$ cat config.mk
export PLATFORM = sky130hd
export DESIGN_NAME = etc_top
export DESIGN_NICKNAME = d
export VERILOG_FILES = /design/src/rtl/etc_pkg.sv /design/src/rtl/etc_cnt_if.sv /design/src/rtl/etc_down_counter.sv /design/src/rtl/etc_top.sv
export SDC_FILE = /design/constraint.sdc
export NUM_CORES = 1
export LEC_CHECK = 0
export BUFFER_PORTS_ARGS = -buffer_cell sky130_fd_sc_hd__buf_2
export CAP_MARGIN = 10
export CELL_PAD_IN_SITES_DETAIL_PLACEMENT = 0
export CELL_PAD_IN_SITES_GLOBAL_PLACEMENT = 1
export CORE_UTILIZATION = 51
export CTS_CLUSTER_DIAMETER = 150
export DETAILED_ROUTE_END_ITERATION = 10
export GPL_ROUTABILITY_DRIVEN = 1
export PLACE_DENSITY_LB_ADDON = 0.25
export SLEW_MARGIN = 20
export SYNTH_ARGS = -nofsm -noshare
export SYNTH_HDL_FRONTEND = slang
export SYNTH_SLANG_ARGS = --single-unit
$ cat constraint.sdc
create_clock -name sys_clk_i -period 3.9 [get_ports sys_clk_i]
set_input_delay 0.78 -clock sys_clk_i [delete_from_list [all_inputs] [get_ports sys_clk_i]]
set_output_delay 0.78 -clock sys_clk_i [all_outputs]
set_load 0.03 [all_outputs]
$ cat src/rtl/etc_pkg.sv
package etc_pkg;
    // Register addresses on the parallel bus; high shares one address with the mode.
    localparam logic [7:0] ADDR_COUNT_LOW = 8'h09;
    localparam logic [7:0] ADDR_COUNT_MID = 8'h0A;
    localparam logic [7:0] ADDR_COUNT_HIGH = 8'h0B;
    localparam logic [7:0] ADDR_MODE = 8'h0B;
    // The page select level tells the count register from the mode register at the shared address.
    localparam logic PAGE_COUNT = 1'b0;
    localparam logic PAGE_MODE = 1'b1;
    // Mode codes written into the mode select register.
    localparam logic [7:0] MODE_STOP = 8'h00;
    localparam logic [7:0] MODE_HOLD_HI = 8'h05;
    localparam logic [7:0] MODE_HI_NOW = 8'h61;
    localparam logic [7:0] MODE_SPLIT = 8'h65;
    localparam logic [7:0] MODE_FULL = 8'h68;
    localparam logic [7:0] MODE_HI_START = 8'h71;
    // Reset value of every register and of the read data bus.
    localparam logic [7:0] REG_RESET = 8'h00;
    // Counter width and the padding used to widen narrower load values.
    localparam int CNT_W = 24;
    localparam logic [CNT_W-1:0] CNT_ZERO = 24'h000000;
    localparam logic [CNT_W-1:0] CNT_ONE = 24'h000001;
    localparam logic [15:0] PAD16 = 16'h0000;
    localparam logic [7:0] PAD8 = 8'h00;
    // Bus pins as one bundle so that they pass the synchroniser together.
    typedef struct packed {
        logic page;
        logic [7:0] addr;
        logic [7:0] data;
        logic cs_n;
        logic wr_n;
        logic rd_n;
    } etc_bus_s;
    // Start-bit arming state of each counter.
    typedef enum logic [2:0] {
        ARM_IDLE = 3'b001,
        ARM_WAIT = 3'b010,
        ARM_RUN = 3'b100
    } etc_arm_e;
endpackage

$ cat src/rtl/etc_cnt_if.sv
`timescale 1ns/1ns
// Control and status between the mode logic and one down counter.
interface etc_cnt_if;
    logic load; // Load the value and start counting.
    logic stop; // Stop and clear the count.
    logic auto_reload; // Restart the same count after terminal count.
    logic tick; // One ETU has elapsed.
    logic [etc_pkg::CNT_W-1:0] load_val; // Number of ETUs to count.
    logic [etc_pkg::CNT_W-1:0] count; // Remaining ETUs.
    logic running; // The counter is counting.
    logic tc; // Terminal count pulse.
    modport ctrl (output load, stop, auto_reload, tick, load_val, input count, running, tc);
    modport cnt (input load, stop, auto_reload, tick, load_val, output count, running, tc);
endinterface

$ cat src/rtl/etc_down_counter.sv
`timescale 1ns/1ns
// ETU down counter, used both as the 8-bit reload counter and the 16/24-bit counter.
module etc_down_counter (
    input wire logic sys_clk_i,
    input wire logic rstn_i,
    etc_cnt_if.cnt cif
);
    logic [etc_pkg::CNT_W-1:0] cnt_r; // Remaining ETUs.
    logic [etc_pkg::CNT_W-1:0] val_r; // Value copied at load, used for reloads.
    logic run_r; // Counting.
    logic rld_r; // Auto-reload enabled.
    logic at_end; // The tick in this cycle ends the count.

    assign at_end = run_r && cif.tick && (cnt_r == etc_pkg::CNT_ONE);
    // A load or stop in the same cycle overrides the end of count.
    assign cif.tc = at_end && !cif.load && !cif.stop;
    assign cif.count = cnt_r;
    assign cif.running = run_r;

    // The reload value is a private copy, so later register writes leave the running count alone.
    always_ff @(posedge sys_clk_i)
    begin
        if (!rstn_i)
        begin
            val_r <= etc_pkg::CNT_ZERO;
            rld_r <= 1'b0;
        end
        else if (cif.load)
        begin
            val_r <= cif.load_val; // RULE_19
            rld_r <= cif.auto_reload;
        end
    end

    // Count down once per ETU; a zero load leaves the counter stopped.
    always_ff @(posedge sys_clk_i)
    begin
        if (!rstn_i)
        begin
            cnt_r <= etc_pkg::CNT_ZERO;
            run_r <= 1'b0;
        end
        else if (cif.load)
        begin
            cnt_r <= cif.load_val;
            run_r <= (cif.load_val != etc_pkg::CNT_ZERO);
        end
        else if (cif.stop)
        begin
            cnt_r <= etc_pkg::CNT_ZERO;
            run_r <= 1'b0;
        end
        else if (at_end)
        begin
            // Reload repeats the same count; otherwise the counter halts.
            cnt_r <= rld_r ? val_r : etc_pkg::CNT_ZERO; // RULE_12
            run_r <= rld_r;
        end
        else if (run_r && cif.tick)
        begin
            cnt_r <= cnt_r - etc_pkg::CNT_ONE;
        end
    end
endmodule

$ cat src/rtl/etc_top.sv
`timescale 1ns/1ns
// Summary of operation
// RULE_01: Three byte registers form 24-bit or 16+8 counters.
// RULE_02: Loaded value counts ETUs, low byte first.
// RULE_03: Host uses counters only with active clocked card.
// RULE_04: Reset clears count and mode registers.
// RULE_05: Host writes only defined mode codes.
// RULE_06: Mode 00H stops all counters.
// RULE_07: Mode 05H stops upper pair, short keeps running.
// RULE_08: Mode 61H starts 16-bit counter at once.
// RULE_09: 61H terminal count sets long flag, interrupt.
// RULE_10: Host stops 61H counter before reloading.
// RULE_11: 65H short counter starts at first START.
// RULE_12: Short terminal count flags, interrupts, then reloads.
// RULE_13: Host leaves low register alone while reloading.
// RULE_14: 65H long counter starts at write, flags.
// RULE_15: Host writes 05H before reloading upper pair.
// RULE_16: Mode 68H starts 24-bit counter at once.
// RULE_17: Host leaves registers alone during 68H count.
// RULE_18: 71H long counter restarts on every START.
// RULE_19: Upper rewrite waits for the next START.
// RULE_20: Host keeps registers nonzero in 71H.
// RULE_21: Host writes 00H before restarting long counters.
// RULE_22: 71H terminal count sets long flag, interrupt.
// RULE_23: 68H terminal count sets long flag, interrupt.
module etc_top (
    input wire logic sys_clk_i,
    input wire logic rstn_i,
    input wire logic cs_n_i,
    input wire logic wr_n_i,
    input wire logic rd_n_i,
    input wire logic page_sel_i,
    input wire logic [7:0] addr_i,
    input wire logic [7:0] data_i,
    output logic [7:0] data_o,
    output logic data_oe_n_o,
    input wire logic etu_tick_i,
    input wire logic start_bit_i,
    input wire logic usr_read_i,
    output logic short_timer_flag_o,
    output logic long_timer_flag_o,
    output logic irq_o
);
    etc_pkg::etc_bus_s bus_s1_r; // First synchroniser stage, read only by the second.
    etc_pkg::etc_bus_s bus_s2_r; // Second synchroniser stage.
    etc_pkg::etc_bus_s bus_s3_r; // Delayed copy for edge detection and stable address and data.
    logic wr_evt; // End of a write strobe to this chip.
    logic rd_act; // A read strobe to this chip is active.
    logic cfg_wr; // Write to the mode select register.
    logic cnt_wr; // Write to the count register page, at any address.
    logic [7:0] mode_r; // Mode select register.
    logic [7:0] low_r; // Count bits 7..0.
    logic [7:0] mid_r; // Count bits 15..8.
    logic [7:0] high_r; // Count bits 23..16.
    etc_pkg::etc_arm_e lo_arm_r; // Arming of the short counter.
    etc_pkg::etc_arm_e lo_arm_nxt;
    etc_pkg::etc_arm_e hi_arm_r; // Arming of the long counter in START-bit mode.
    etc_pkg::etc_arm_e hi_arm_nxt;
    logic short_nxt;
    logic long_nxt;
    logic hi_start_now; // Mode codes that start the long counter at the write.

    etc_cnt_if lo_if ();
    etc_cnt_if hi_if ();

    etc_down_counter u_lo (
        .sys_clk_i(sys_clk_i),
        .rstn_i(rstn_i),
        .cif(lo_if.cnt)
    );

    etc_down_counter u_hi (
        .sys_clk_i(sys_clk_i),
        .rstn_i(rstn_i),
        .cif(hi_if.cnt)
    );

    // Bus pins come from the host's timing, so they pass two flip-flops before use.
    always_ff @(posedge sys_clk_i)
    begin
        if (!rstn_i)
        begin
            bus_s1_r <= '1;
            bus_s2_r <= '1;
            bus_s3_r <= '1;
        end
        else
        begin
            bus_s1_r <= {page_sel_i, addr_i, data_i, cs_n_i, wr_n_i, rd_n_i};
            bus_s2_r <= bus_s1_r;
            bus_s3_r <= bus_s2_r;
        end
    end

    // The write takes effect at the rising strobe; address and data come from the stage before it.
    assign wr_evt = bus_s2_r.wr_n && !bus_s3_r.wr_n && !bus_s3_r.cs_n;
    assign rd_act = !bus_s2_r.rd_n && !bus_s2_r.cs_n;
    assign cfg_wr = wr_evt && (bus_s3_r.page == etc_pkg::PAGE_MODE)
        && (bus_s3_r.addr == etc_pkg::ADDR_MODE);
    assign cnt_wr = wr_evt && (bus_s3_r.page == etc_pkg::PAGE_COUNT);
    assign hi_start_now = (bus_s3_r.data == etc_pkg::MODE_HI_NOW)
        || (bus_s3_r.data == etc_pkg::MODE_SPLIT) || (bus_s3_r.data == etc_pkg::MODE_FULL);

    // Count registers are write only; a rewrite never disturbs a running count.
    always_ff @(posedge sys_clk_i)
    begin
        if (!rstn_i)
        begin
            low_r <= etc_pkg::REG_RESET; // RULE_04
            mid_r <= etc_pkg::REG_RESET;
            high_r <= etc_pkg::REG_RESET;
        end
        else if (cnt_wr)
        begin
            // The three bytes of the count, low byte at the lowest address.
            if (bus_s3_r.addr == etc_pkg::ADDR_COUNT_LOW)
                low_r <= bus_s3_r.data; // RULE_02
            if (bus_s3_r.addr == etc_pkg::ADDR_COUNT_MID)
                mid_r <= bus_s3_r.data;
            if (bus_s3_r.addr == etc_pkg::ADDR_COUNT_HIGH)
                high_r <= bus_s3_r.data;
        end
    end

    // The mode register stores whatever is written; codes outside the set act as a stop.
    always_ff @(posedge sys_clk_i)
    begin
        if (!rstn_i)
            mode_r <= etc_pkg::REG_RESET; // RULE_04
        else if (cfg_wr)
            mode_r <= bus_s3_r.data;
    end

    // Arming of the short counter: waits for a START bit after the split-mode write.
    always_comb
    begin
        lo_arm_nxt = lo_arm_r;
        if (cfg_wr)
        begin
            case (bus_s3_r.data)
                etc_pkg::MODE_SPLIT: lo_arm_nxt = etc_pkg::ARM_WAIT;
                etc_pkg::MODE_HOLD_HI: lo_arm_nxt = lo_arm_r; // RULE_07
                default: lo_arm_nxt = etc_pkg::ARM_IDLE;
            endcase
        end
        else
        begin
            case (lo_arm_r)
                etc_pkg::ARM_WAIT: if (start_bit_i) lo_arm_nxt = etc_pkg::ARM_RUN; // RULE_11
                etc_pkg::ARM_RUN: lo_arm_nxt = etc_pkg::ARM_RUN;
                default: lo_arm_nxt = etc_pkg::ARM_IDLE;
            endcase
        end
    end

    // Arming of the long counter in START-bit mode: every START bit restarts it.
    always_comb
    begin
        hi_arm_nxt = hi_arm_r;
        if (cfg_wr)
        begin
            case (bus_s3_r.data)
                etc_pkg::MODE_HI_START: hi_arm_nxt = etc_pkg::ARM_WAIT;
                default: hi_arm_nxt = etc_pkg::ARM_IDLE;
            endcase
        end
        else
        begin
            case (hi_arm_r)
                etc_pkg::ARM_WAIT: if (start_bit_i) hi_arm_nxt = etc_pkg::ARM_RUN;
                etc_pkg::ARM_RUN: hi_arm_nxt = etc_pkg::ARM_RUN;
                default: hi_arm_nxt = etc_pkg::ARM_IDLE;
            endcase
        end
    end

    // Both arming machines idle after reset, so nothing counts.
    always_ff @(posedge sys_clk_i)
    begin
        if (!rstn_i)
        begin
            lo_arm_r <= etc_pkg::ARM_IDLE;
            hi_arm_r <= etc_pkg::ARM_IDLE;
        end
        else
        begin
            lo_arm_r <= lo_arm_nxt;
            hi_arm_r <= hi_arm_nxt;
        end
    end

    // Short counter: loads the low byte on the first START bit and reloads itself.
    assign lo_if.tick = etu_tick_i;
    assign lo_if.auto_reload = 1'b1; // RULE_12
    assign lo_if.load_val = {etc_pkg::PAD16, low_r};
    assign lo_if.load = !cfg_wr && (lo_arm_r == etc_pkg::ARM_WAIT) && start_bit_i; // RULE_11
    // Every mode but the hold code stops the short counter.
    assign lo_if.stop = cfg_wr && (bus_s3_r.data != etc_pkg::MODE_HOLD_HI); // RULE_06

    // Long counter: 24 bits in full mode, upper two bytes otherwise.
    assign hi_if.tick = etu_tick_i;
    assign hi_if.auto_reload = 1'b0;
    assign hi_if.load_val = (cfg_wr && (bus_s3_r.data == etc_pkg::MODE_FULL))
        ? {high_r, mid_r, low_r} : {etc_pkg::PAD8, high_r, mid_r}; // RULE_01 RULE_16
    assign hi_if.load = (cfg_wr && hi_start_now) // RULE_08 RULE_14
        || (!cfg_wr && (hi_arm_r != etc_pkg::ARM_IDLE) && start_bit_i); // RULE_18 RULE_19
    assign hi_if.stop = cfg_wr && !hi_start_now; // RULE_06 RULE_07

    // Flags are sticky until the status read; a terminal count in that cycle still sets them.
    assign short_nxt = lo_if.tc || (short_timer_flag_o && !usr_read_i); // RULE_12
    assign long_nxt = hi_if.tc || (long_timer_flag_o && !usr_read_i); // RULE_09 RULE_22 RULE_23

    // The interrupt follows the flags in the same cycle.
    always_ff @(posedge sys_clk_i)
    begin
        if (!rstn_i)
        begin
            short_timer_flag_o <= 1'b0;
            long_timer_flag_o <= 1'b0;
            irq_o <= 1'b0;
        end
        else
        begin
            short_timer_flag_o <= short_nxt;
            long_timer_flag_o <= long_nxt;
            irq_o <= short_nxt || long_nxt;
        end
    end

    // Only the mode register reads back; the write-only count bytes read as zero.
    always_ff @(posedge sys_clk_i)
    begin
        if (!rstn_i)
        begin
            data_o <= etc_pkg::REG_RESET;
            data_oe_n_o <= 1'b1;
        end
        else
        begin
            data_oe_n_o <= !rd_act;
            if (rd_act && (bus_s2_r.page == etc_pkg::PAGE_MODE)
                && (bus_s2_r.addr == etc_pkg::ADDR_MODE))
                data_o <= mode_r;
            else
                data_o <= etc_pkg::REG_RESET;
        end
    end
endmodule

==> results of run 1 <==
area by class of cell:
class	instances	area share, %
clock buffers	17	5.40
inverters	9	0.429
repair buffers	46	3.24
clock inverters	15	2.24
well taps	176	2.79
multi-input cells	542	43.2
flip-flops and latches	168	42.7
cells by family after synthesis:
group / count (synthesis) / synth area share (%)
xor gates and xnor gates: 27 / 3.40
buffers and inverters: 42 / 2.63
and+or+nand+nor: 343 / 26.9
muxes: 42 / 6.25
AOI/OAI and AO/OA: 126 / 11.7
DFF: 168 / 48.4
adders and majority gates: 4 / 0.720
routing by layer:
metal / wire (um) / GRT usage, %
met1: 7240 / 30.4
met2: 7740 / 40.2
met3: 909 / 6.08
met4: 369 / 10.5
met5: 0 / 0
cell usage after synthesis, types with 8 or more instances:
master    instances  share of area, %
a21oi_1          41               3.0
and2_1           14               1.3
buf_2             8              0.58
clkbuf_1         22               1.2
dfxtp_1         168                48
inv_1             9              0.49
mux2i_1          40               5.8
nand2_1          63               3.4
nand2b_1         62               5.6
nand3_1          19               1.4
nand3b_1          9              0.97
nor2_1           73               3.9
nor3_1           24               1.7
nor4_1           25               2.3
o21ai_0          29               2.1
xnor2_1          15               1.9
xor2_1           12               1.5
how the worst max path moves through the flow:
stage	start	end	slack (ns)	depth (start not counted)
finish	u_hi.cif.count[4]	u_hi.cif.count[4]	0.88	5
global route	u_hi.cif.count[4]	u_hi.cif.count[7]	0.76	6
CTS	bus_s3_r[13]	u_hi.cif.count[14]	0.91	6
detailed placement	etu_tick_i	u_hi.cif.count[4]	0.86	6
global placement	bus_s3_r[13]	u_hi.cif.count[14]	0.95	6
floorplan	bus_s3_r[13]	irq_o	1.44	7
flip-flops by register name (all words and copies together) (netlist names):
register / cells
data_o: 8
u_lo.cif.running: 1
data_oe_n_o: 1
lo_arm_r: 3
low_r: 8
u_hi.cif.running: 1
mid_r: 8
bus_s1_r: 20
long_timer_flag_o: 1
u_lo.val_r: 8
bus_s3_r: 19
high_r: 8
short_timer_flag_o: 1
u_lo.cif.count: 24
hi_arm_r: 3
u_lo.rld_r: 1
bus_s2_r: 20
mode_r: 8
u_hi.cif.count: 24
irq_o: 1
where the power goes:
part | switching (uW) | internal (uW)
sequential | 11.6 | 1740
clock | 785 | 864
combinational | 39.8 | 27.3
stage by stage:
step / cell area, um2 / std cells / total power [uW] / setup slack (ns) / util [%]
2_1_floorplan: 6950 / 752 / 1830 / 1.44 / -
3_3_place_gp: 7280 / 941 / 1860 / 0.947 / 54.9
3_5_place_dp: 7280 / 941 / 1860 / 0.858 / 54.9
4_1_cts: 7880 / 973 / 3500 / 0.909 / 59.5
5_1_grt: 7880 / 973 / 3580 / 0.757 / 59.5
6_report: 7880 / 973 / 3470 / 0.878 / 59.5
cells in the final DEF, fill, tap and decap left out, types with 9 or more instances in the layout:
master,instances
xnor2_1,15
nor3_1,24
buf_2,36
nor4_1,24
xor2_1,12
and2_1,14
mux2i_1,40
a21oi_1,41
nand2b_1,62
nand3_1,19
clkbuf_16,17
dfxtp_1,168
o21ai_0,29
inv_1,9
nor2_1,73
buf_4,10
nand3b_1,9
nand2_1,63
worst max-delay path: cells and delay by family (launching register included):
kind / cells / cell delay, ns
AOI/OAI and AO/OA: 3 / 1.39
and+or+nand+nor: 2 / 1.16
DFF: 1 / 0.37
==> metrics.txt, run 1 <==
DP HPWL 11.4 mm; Area growth, synth to finish 13.4%; Storage cell area 3360 um2; WP data arrival 3.35 ns; total number of vias 5549; Hold Path Depth 1; CORE AREA 13200 um2; Avg Vias per Cell 5.70; Max Fclk 331 MHz; Tightest Hold Check Type reg2reg; Hold Violations, Final 0; number of synthesized flops with an enable pin 0; Slowest-stage cell, CP o311ai_2; worst hold slack 0.405 ns; # fillers 1209; Final nets 813; max-slew violations 0; Hold Path Origin bus_s2_r[9]; PortBufs 36; Setup crit start kind flip-flop; CTS tree built; Setup Total Neg Slack 0 ns; sequential-to-total area share from yosys stat 48.4%; GRT Util Overall 24.5%; Num CTS Buffers 17; DIE AREA 14100 um2; ys async rst share 0%; Die Wd 119 um; largest stage delay on the critical path 0.83 ns; Hold Crit Endpoint bus_s3_r[9]; FF+latch count, synth 168; Reg-to-Reg End u_hi.cif.count[4]; largest net degree at the start of global routing 47; Die Height 119 um; Relative slew margins 37.0%; Routed Antenna Nets 0; first-pass GRT wire length 27.0 mm; Worst Setup Path Type reg2reg; synthesized area per cell 9.24 um2; RSZ-0062 raised after global routing no; First-pass DRT Iterations 7; status finished, final reports clean; insertion delay to the later sink of the worst-skew pair 0.42 ns; final-report setup violation count 0; count of different cell masters after synthesis 66; clock sink total 168; routability-driven placement congestion ratio 0.899; Required @ worst endpoint 4.22 ns; total nets after synthesis 781; layout cells sized above 1 13.9%; total gr overflow 0; initial antenna violation count 0; initial core utilization 52.5%; crit path capture type flip-flop; htree depth 4; Peak supply drop 0.000302 V; # rows 42; CTS Hold Bufs 0; Routed WL 16.3 mm; cts repair resizes 0; Cells after Synth 752; 1st-iter DRT viols 413; Post-Syn Area 6950 um2; Tmin final 3.02 ns; area occupied by multi-input gates 3410 um2; FF-to-FF Start u_hi.cif.count[4]; clock slew at reported path FFs 0.07 ns; power per cell area 440 nW/um2; maxcap violations 0; Reg2Reg Depth 5; final cycle utilization of the critical path 77.5%; r2r setup slk 0.88 ns; Worst Skew 0.00818 ns; Tightest Pin Transition 0.943 ns; ANT cells 0; clock root buffer clkbuf_16; clk buf depth 2; buffer count from post-CTS setup fixing 0; num ports 37; Post-synth top flop dfxtp_1; Post-route DRC 0; yosys warns 0; post-DR wirelength/cell 16.7 um; number of global-route vias before repair 5429; Leak 0.00312 uW; critical-path cell list or4_4 > or4b_4 > o311ai_2 > o21ai_0 > a31o_2; Critical Path Fanout Max 11
Note: power is estimated with default switching activity, not from simulation.
==> run 2: changes to the inputs <==
- CORE_UTILIZATION: 51 -> 42
- clock period: 3.9 -> 2.54 ns (I/O delays scaled with it)
==> metrics.txt, run 2 (synthesis results as in run 1) <==
clock sink total 168; CTS tree built; First-pass DRT Iterations 7; Placed Area 7710 um2; initial antenna violation count 0; max-slew violations 0; total chip power 5290 uW; Psw 1200 uW; Max Fclk 398 MHz; WP data arrival 2.83 ns; final worst setup slack 0.0291 ns; Worst Skew 0.00933 ns; crit path capture type flip-flop; Avg Vias per Cell 5.31; DIE AREA 17100 um2; Worst Setup SP u_hi.cif.count[4]; Routed WL 17.6 mm; Routed Antenna Nets 0; Die Height 131 um; num ports 37; routability-driven placement congestion ratio 0.903; clk buf depth 2; Slowest-stage cell, CP or4_4; Setup crit start kind flip-flop; critical-path cell list or4_4 > or4b_4 > buf_6 > o311a_4 > nand3_4 > o32ai_1 > a31o_2; first-pass GRT wire length 28.2 mm; CTS Hold Bufs 0; post-layout util 53.1%; number of global-route vias before repair 5531; fin area 8500 um2; FF-to-FF Start u_hi.cif.count[4]; Hold Path Origin addr_i[5]; Tightest Hold Check Type in2reg; Hold Violations, Final 0; clock slew at reported path FFs 0.07 ns; Worst path top cell family by delay simple AND/OR/NAND/NOR gates; layout cells sized above 1 21.4%; Peak supply drop 0.000535 V; insertion delay to the later sink of the worst-skew pair 0.42 ns; Die Wd 131 um; commonest non-fill, non-tap cell in the layout dfxtp_1; Flop pwr share 50.7%; Final nets 868; 1st-iter DRT viols 329; Critical Path Fanout Max 8; Tmin final 2.51 ns; PortBufs 36; most frequent cells in the layout dfxtp_1 (168), nor2_1 (71), nand2_1 (62), nand2b_1 (62), buf_4 (57); DP HPWL 12.4 mm; GRT Util Overall 21.7%; CP Buf/Inv Count 1; power per cell area 623 nW/um2; Leak 0.00343 uW; Worst Setup Path Type reg2reg; Sw Ratio 22.6%; htree depth 4; # rows 46; cell count after placement 1029; dpl ws -0.245 ns; largest stage delay on the critical path 0.53 ns; RSZ-0062 raised after global routing yes; total gr overflow 0; total number of vias 5670; clock power share 47.1%; maxcap violations 0; Required @ worst endpoint 2.85 ns; status finished, final reports clean; fin cells 1068; Area growth, synth to finish 22.3%; post-DR wirelength/cell 16.4 um; r2r setup slk 0.03 ns; Num CTS Buffers 17; CORE AREA 16000 um2; final cycle utilization of the critical path 98.9%; Post-route DRC 0; Tightest Pin Transition 0.567 ns; initial core utilization 43.4%; internal power 4100 uW; final-report setup violation count 0; combinational group share of total power 2.2%; Relative slew margins 62.1%; ANT cells 0; largest net degree at the start of global routing 83; clock root buffer clkbuf_16
run 2: timing repair:
action,in CTS,in global routing
buffers inserted,0,6
gates resized for setup,6,36
endpoints found under the setup margin,21,41
gates cloned,0,1
hold endpoints to repair,0,0
pin swaps,2,8
run 2: per-stage QoR:
step / hold WS [ns] / TNS, ns
5_1_grt: 0.242 / -0.0596
6_report: 0.260 / 0
2_1_floorplan: 0.386 / 0
3_3_place_gp: 0.389 / -1.07
3_5_place_dp: 0.391 / -1.36
4_1_cts: 0.236 / 0
run 2: layout make-up:
| cell class | instances | area [um2] |
|---|---|---|
| Timing Repair Buffer | 101 | 719 |
| Clock inverter | 13 | 138 |
| Sequential cell | 168 | 3360 |
| Fill cell | 1499 | 7500 |
| Inverter | 9 | 33.8 |
| Multi-Input combinational cell | 542 | 3540 |
| Clock buffer | 19 | 433 |
| Tap cell | 216 | 270 |
run 2: final timing paths:
path | endpoint | cells past startpoint
worst max-delay path | u_hi.cif.count[8] | 7
worst min register to register | bus_s2_r[19] | 1
worst max register to register | u_hi.cif.count[8] | 7
worst min-delay path | bus_s1_r[16] | 2
run 2: worst reg2reg max path, stage by stage (launching register included):
cell and delay [ns]:
dfxtp_1 0.31, or4_4 0.53, or4b_4 0.52, buf_6 0.15
o311a_4 0.40, nand3_4 0.17, o32ai_1 0.11, a31o_2 0.22
run 2: metal layers:
metal  up-vias  GRT usage [%]  part of all wire [%]
met3        29           4.11                   3.9
met5         -              0                     0
met4         0           8.18                   2.4
met2       137           37.1                    50
li1       2838              -                     -
met1      2666           27.0                    44
run 2: power groups by stage:
stage / registers [uW] / clock network (uW) / logic [uW]
2_1_floorplan: 2740 / 0 / 66.3
3_3_place_gp: 2740 / 0 / 112
3_5_place_dp: 2740 / 0 / 114
4_1_cts: 2680 / 2560 / 116
5_1_grt: 2690 / 2680 / 127
6_report: 2680 / 2500 / 115
==> run 3: changes to the inputs <==
- CORE_UTILIZATION: 42 -> 51
- HOLD_SLACK_MARGIN: not set -> 0.06
- clock period: 2.54 -> 3.2 ns (I/O delays scaled with it)
==> metrics.txt, run 3 (synthesis results as in run 1) <==
Peak supply drop 0.000449 V; htree depth 4; Routed WL 16.9 mm; number of global-route vias before repair 5598; critical-path cell list or4b_4 > nor4_2 > buf_4 > mux2_2 > or3_1 > o21a_1 > o311ai_0; Worst Setup SP bus_s3_r[13]; Setup crit start kind flip-flop; final cycle utilization of the critical path 89.2%; first-pass GRT wire length 28.1 mm; DIE AREA 14100 um2; Post-route DRC 0; Avg Vias per Cell 5.75; Hold Path Depth 2; Routed Antenna Nets 0; status finished, final reports clean; fin cells 983; Worst path top cell family by delay simple AND/OR/NAND/NOR gates; Max Fclk 350 MHz; cell count after placement 951; PortBufs 36; WP data arrival 3.18 ns; Hold Crit Endpoint bus_s1_r[12]; routability-driven placement congestion ratio 0.930; DP HPWL 12.0 mm; Reg2Reg Depth 7; cts repair resizes 0; CTS Hold Bufs 0; Num CTS Buffers 17; num ports 37; GRT Util Overall 25.6%; clock slew at reported path FFs 0.07 ns; Die Height 119 um; Tightest Pin Transition 0.757 ns; Tmin final 2.85 ns; ANT cells 0; Tightest Hold Check Type in2reg; Critical Path Fanout Max 20; insertion delay to the later sink of the worst-skew pair 0.43 ns; CTS tree built; Worst Setup Path Type reg2reg; initial core utilization 52.5%; 1st-iter DRT viols 473; commonest non-fill, non-tap cell in the layout dfxtp_1; FF-to-FF Start bus_s3_r[13]; clock root buffer clkbuf_16; Hold Violations, Final 0; clock sink total 168; layout cells sized above 1 14.7%; # rows 42; Final nets 823; worst hold slack 0.381 ns; Hold Path Origin addr_i[1]; max-slew violations 0; Area growth, synth to finish 14.5%; Reg-to-Reg End u_hi.cif.count[14]; First-pass DRT Iterations 6; total gr overflow 0; Relative slew margins 49.2%; initial antenna violation count 0; maxcap violations 0; CP Buf/Inv Count 1; Required @ worst endpoint 3.52 ns; Slowest-stage cell, CP or3_1; r2r setup slk 0.35 ns; Worst Skew 0.0108 ns; final-report setup violation count 0; total number of vias 5648; clk buf depth 2; power per cell area 540 nW/um2; crit path capture type flip-flop; Leak 0.00318 uW; largest net degree at the start of global routing 57; post-DR wirelength/cell 17.2 um; Setup Total Neg Slack 0 ns; RSZ-0062 raised after global routing no; CP Depth 7; buffer count from post-CTS setup fixing 0; CORE AREA 13200 um2; most frequent cells in the layout dfxtp_1 (168), nor2_1 (73), nand2_1 (63); Die Wd 119 um; largest stage delay on the critical path 0.62 ns
==> run 3: cell count changes in the layout (fill, tap and decap cells not counted), sizes merged <==
cell / change
buf: -45
inv: +4
clkinvlp: -3
clkbuf: -1
==> run 3: worst max path at each step <==
| stage | to | slack [ns] |
|---|---|---|
| finish | u_hi.cif.count[14] | 0.35 |
| global placement | u_hi.cif.count[17] | 0.42 |
| detailed placement | u_hi.cif.count[14] | 0.39 |
| CTS | u_hi.cif.count[11] | 0.37 |
| floorplan | irq_o | 0.74 |
| global route | u_hi.cif.count[11] | 0.19 |
==> run 3: through the flow <==
step | setup slack, ns | utilization, % | power [uW] | cell area [um2]
2_1_floorplan | 0.740 | - | 2230 | 6950
3_3_place_gp | 0.415 | 55.5 | 2260 | 7350
3_5_place_dp | 0.388 | 55.5 | 2270 | 7350
4_1_cts | 0.367 | 60.1 | 4330 | 7950
5_1_grt | 0.186 | 60.1 | 4450 | 7950
6_report | 0.346 | 60.1 | 4300 | 7950
==> run 3: power breakdown <==
part / switching (uW) / internal [uW]
Combinational: 51.4 / 35.0
Clock: 955 / 1130
Sequential: 11.4 / 2120
==> run 3: layer usage <==
| layer | up-vias | global-route usage (%) | share of wire, % |
|---|---|---|---|
| met5 | - | 0 | 0 |
| met4 | 0 | 11.3 | 2.5 |
| met3 | 31 | 6.13 | 4.9 |
| met2 | 196 | 42.4 | 48 |
| met1 | 2670 | 31.4 | 45 |
| li1 | 2751 | - | - |
==> run 3: cell type report <==
type	instances	area (um2)
repair buffers	56	330
inverters	9	33.8
multi-input cells	542	3400
fillers	1173	5290
clock buffers	18	429
flip-flops and latches	168	3360
clock inverters	14	174
well taps	176	220
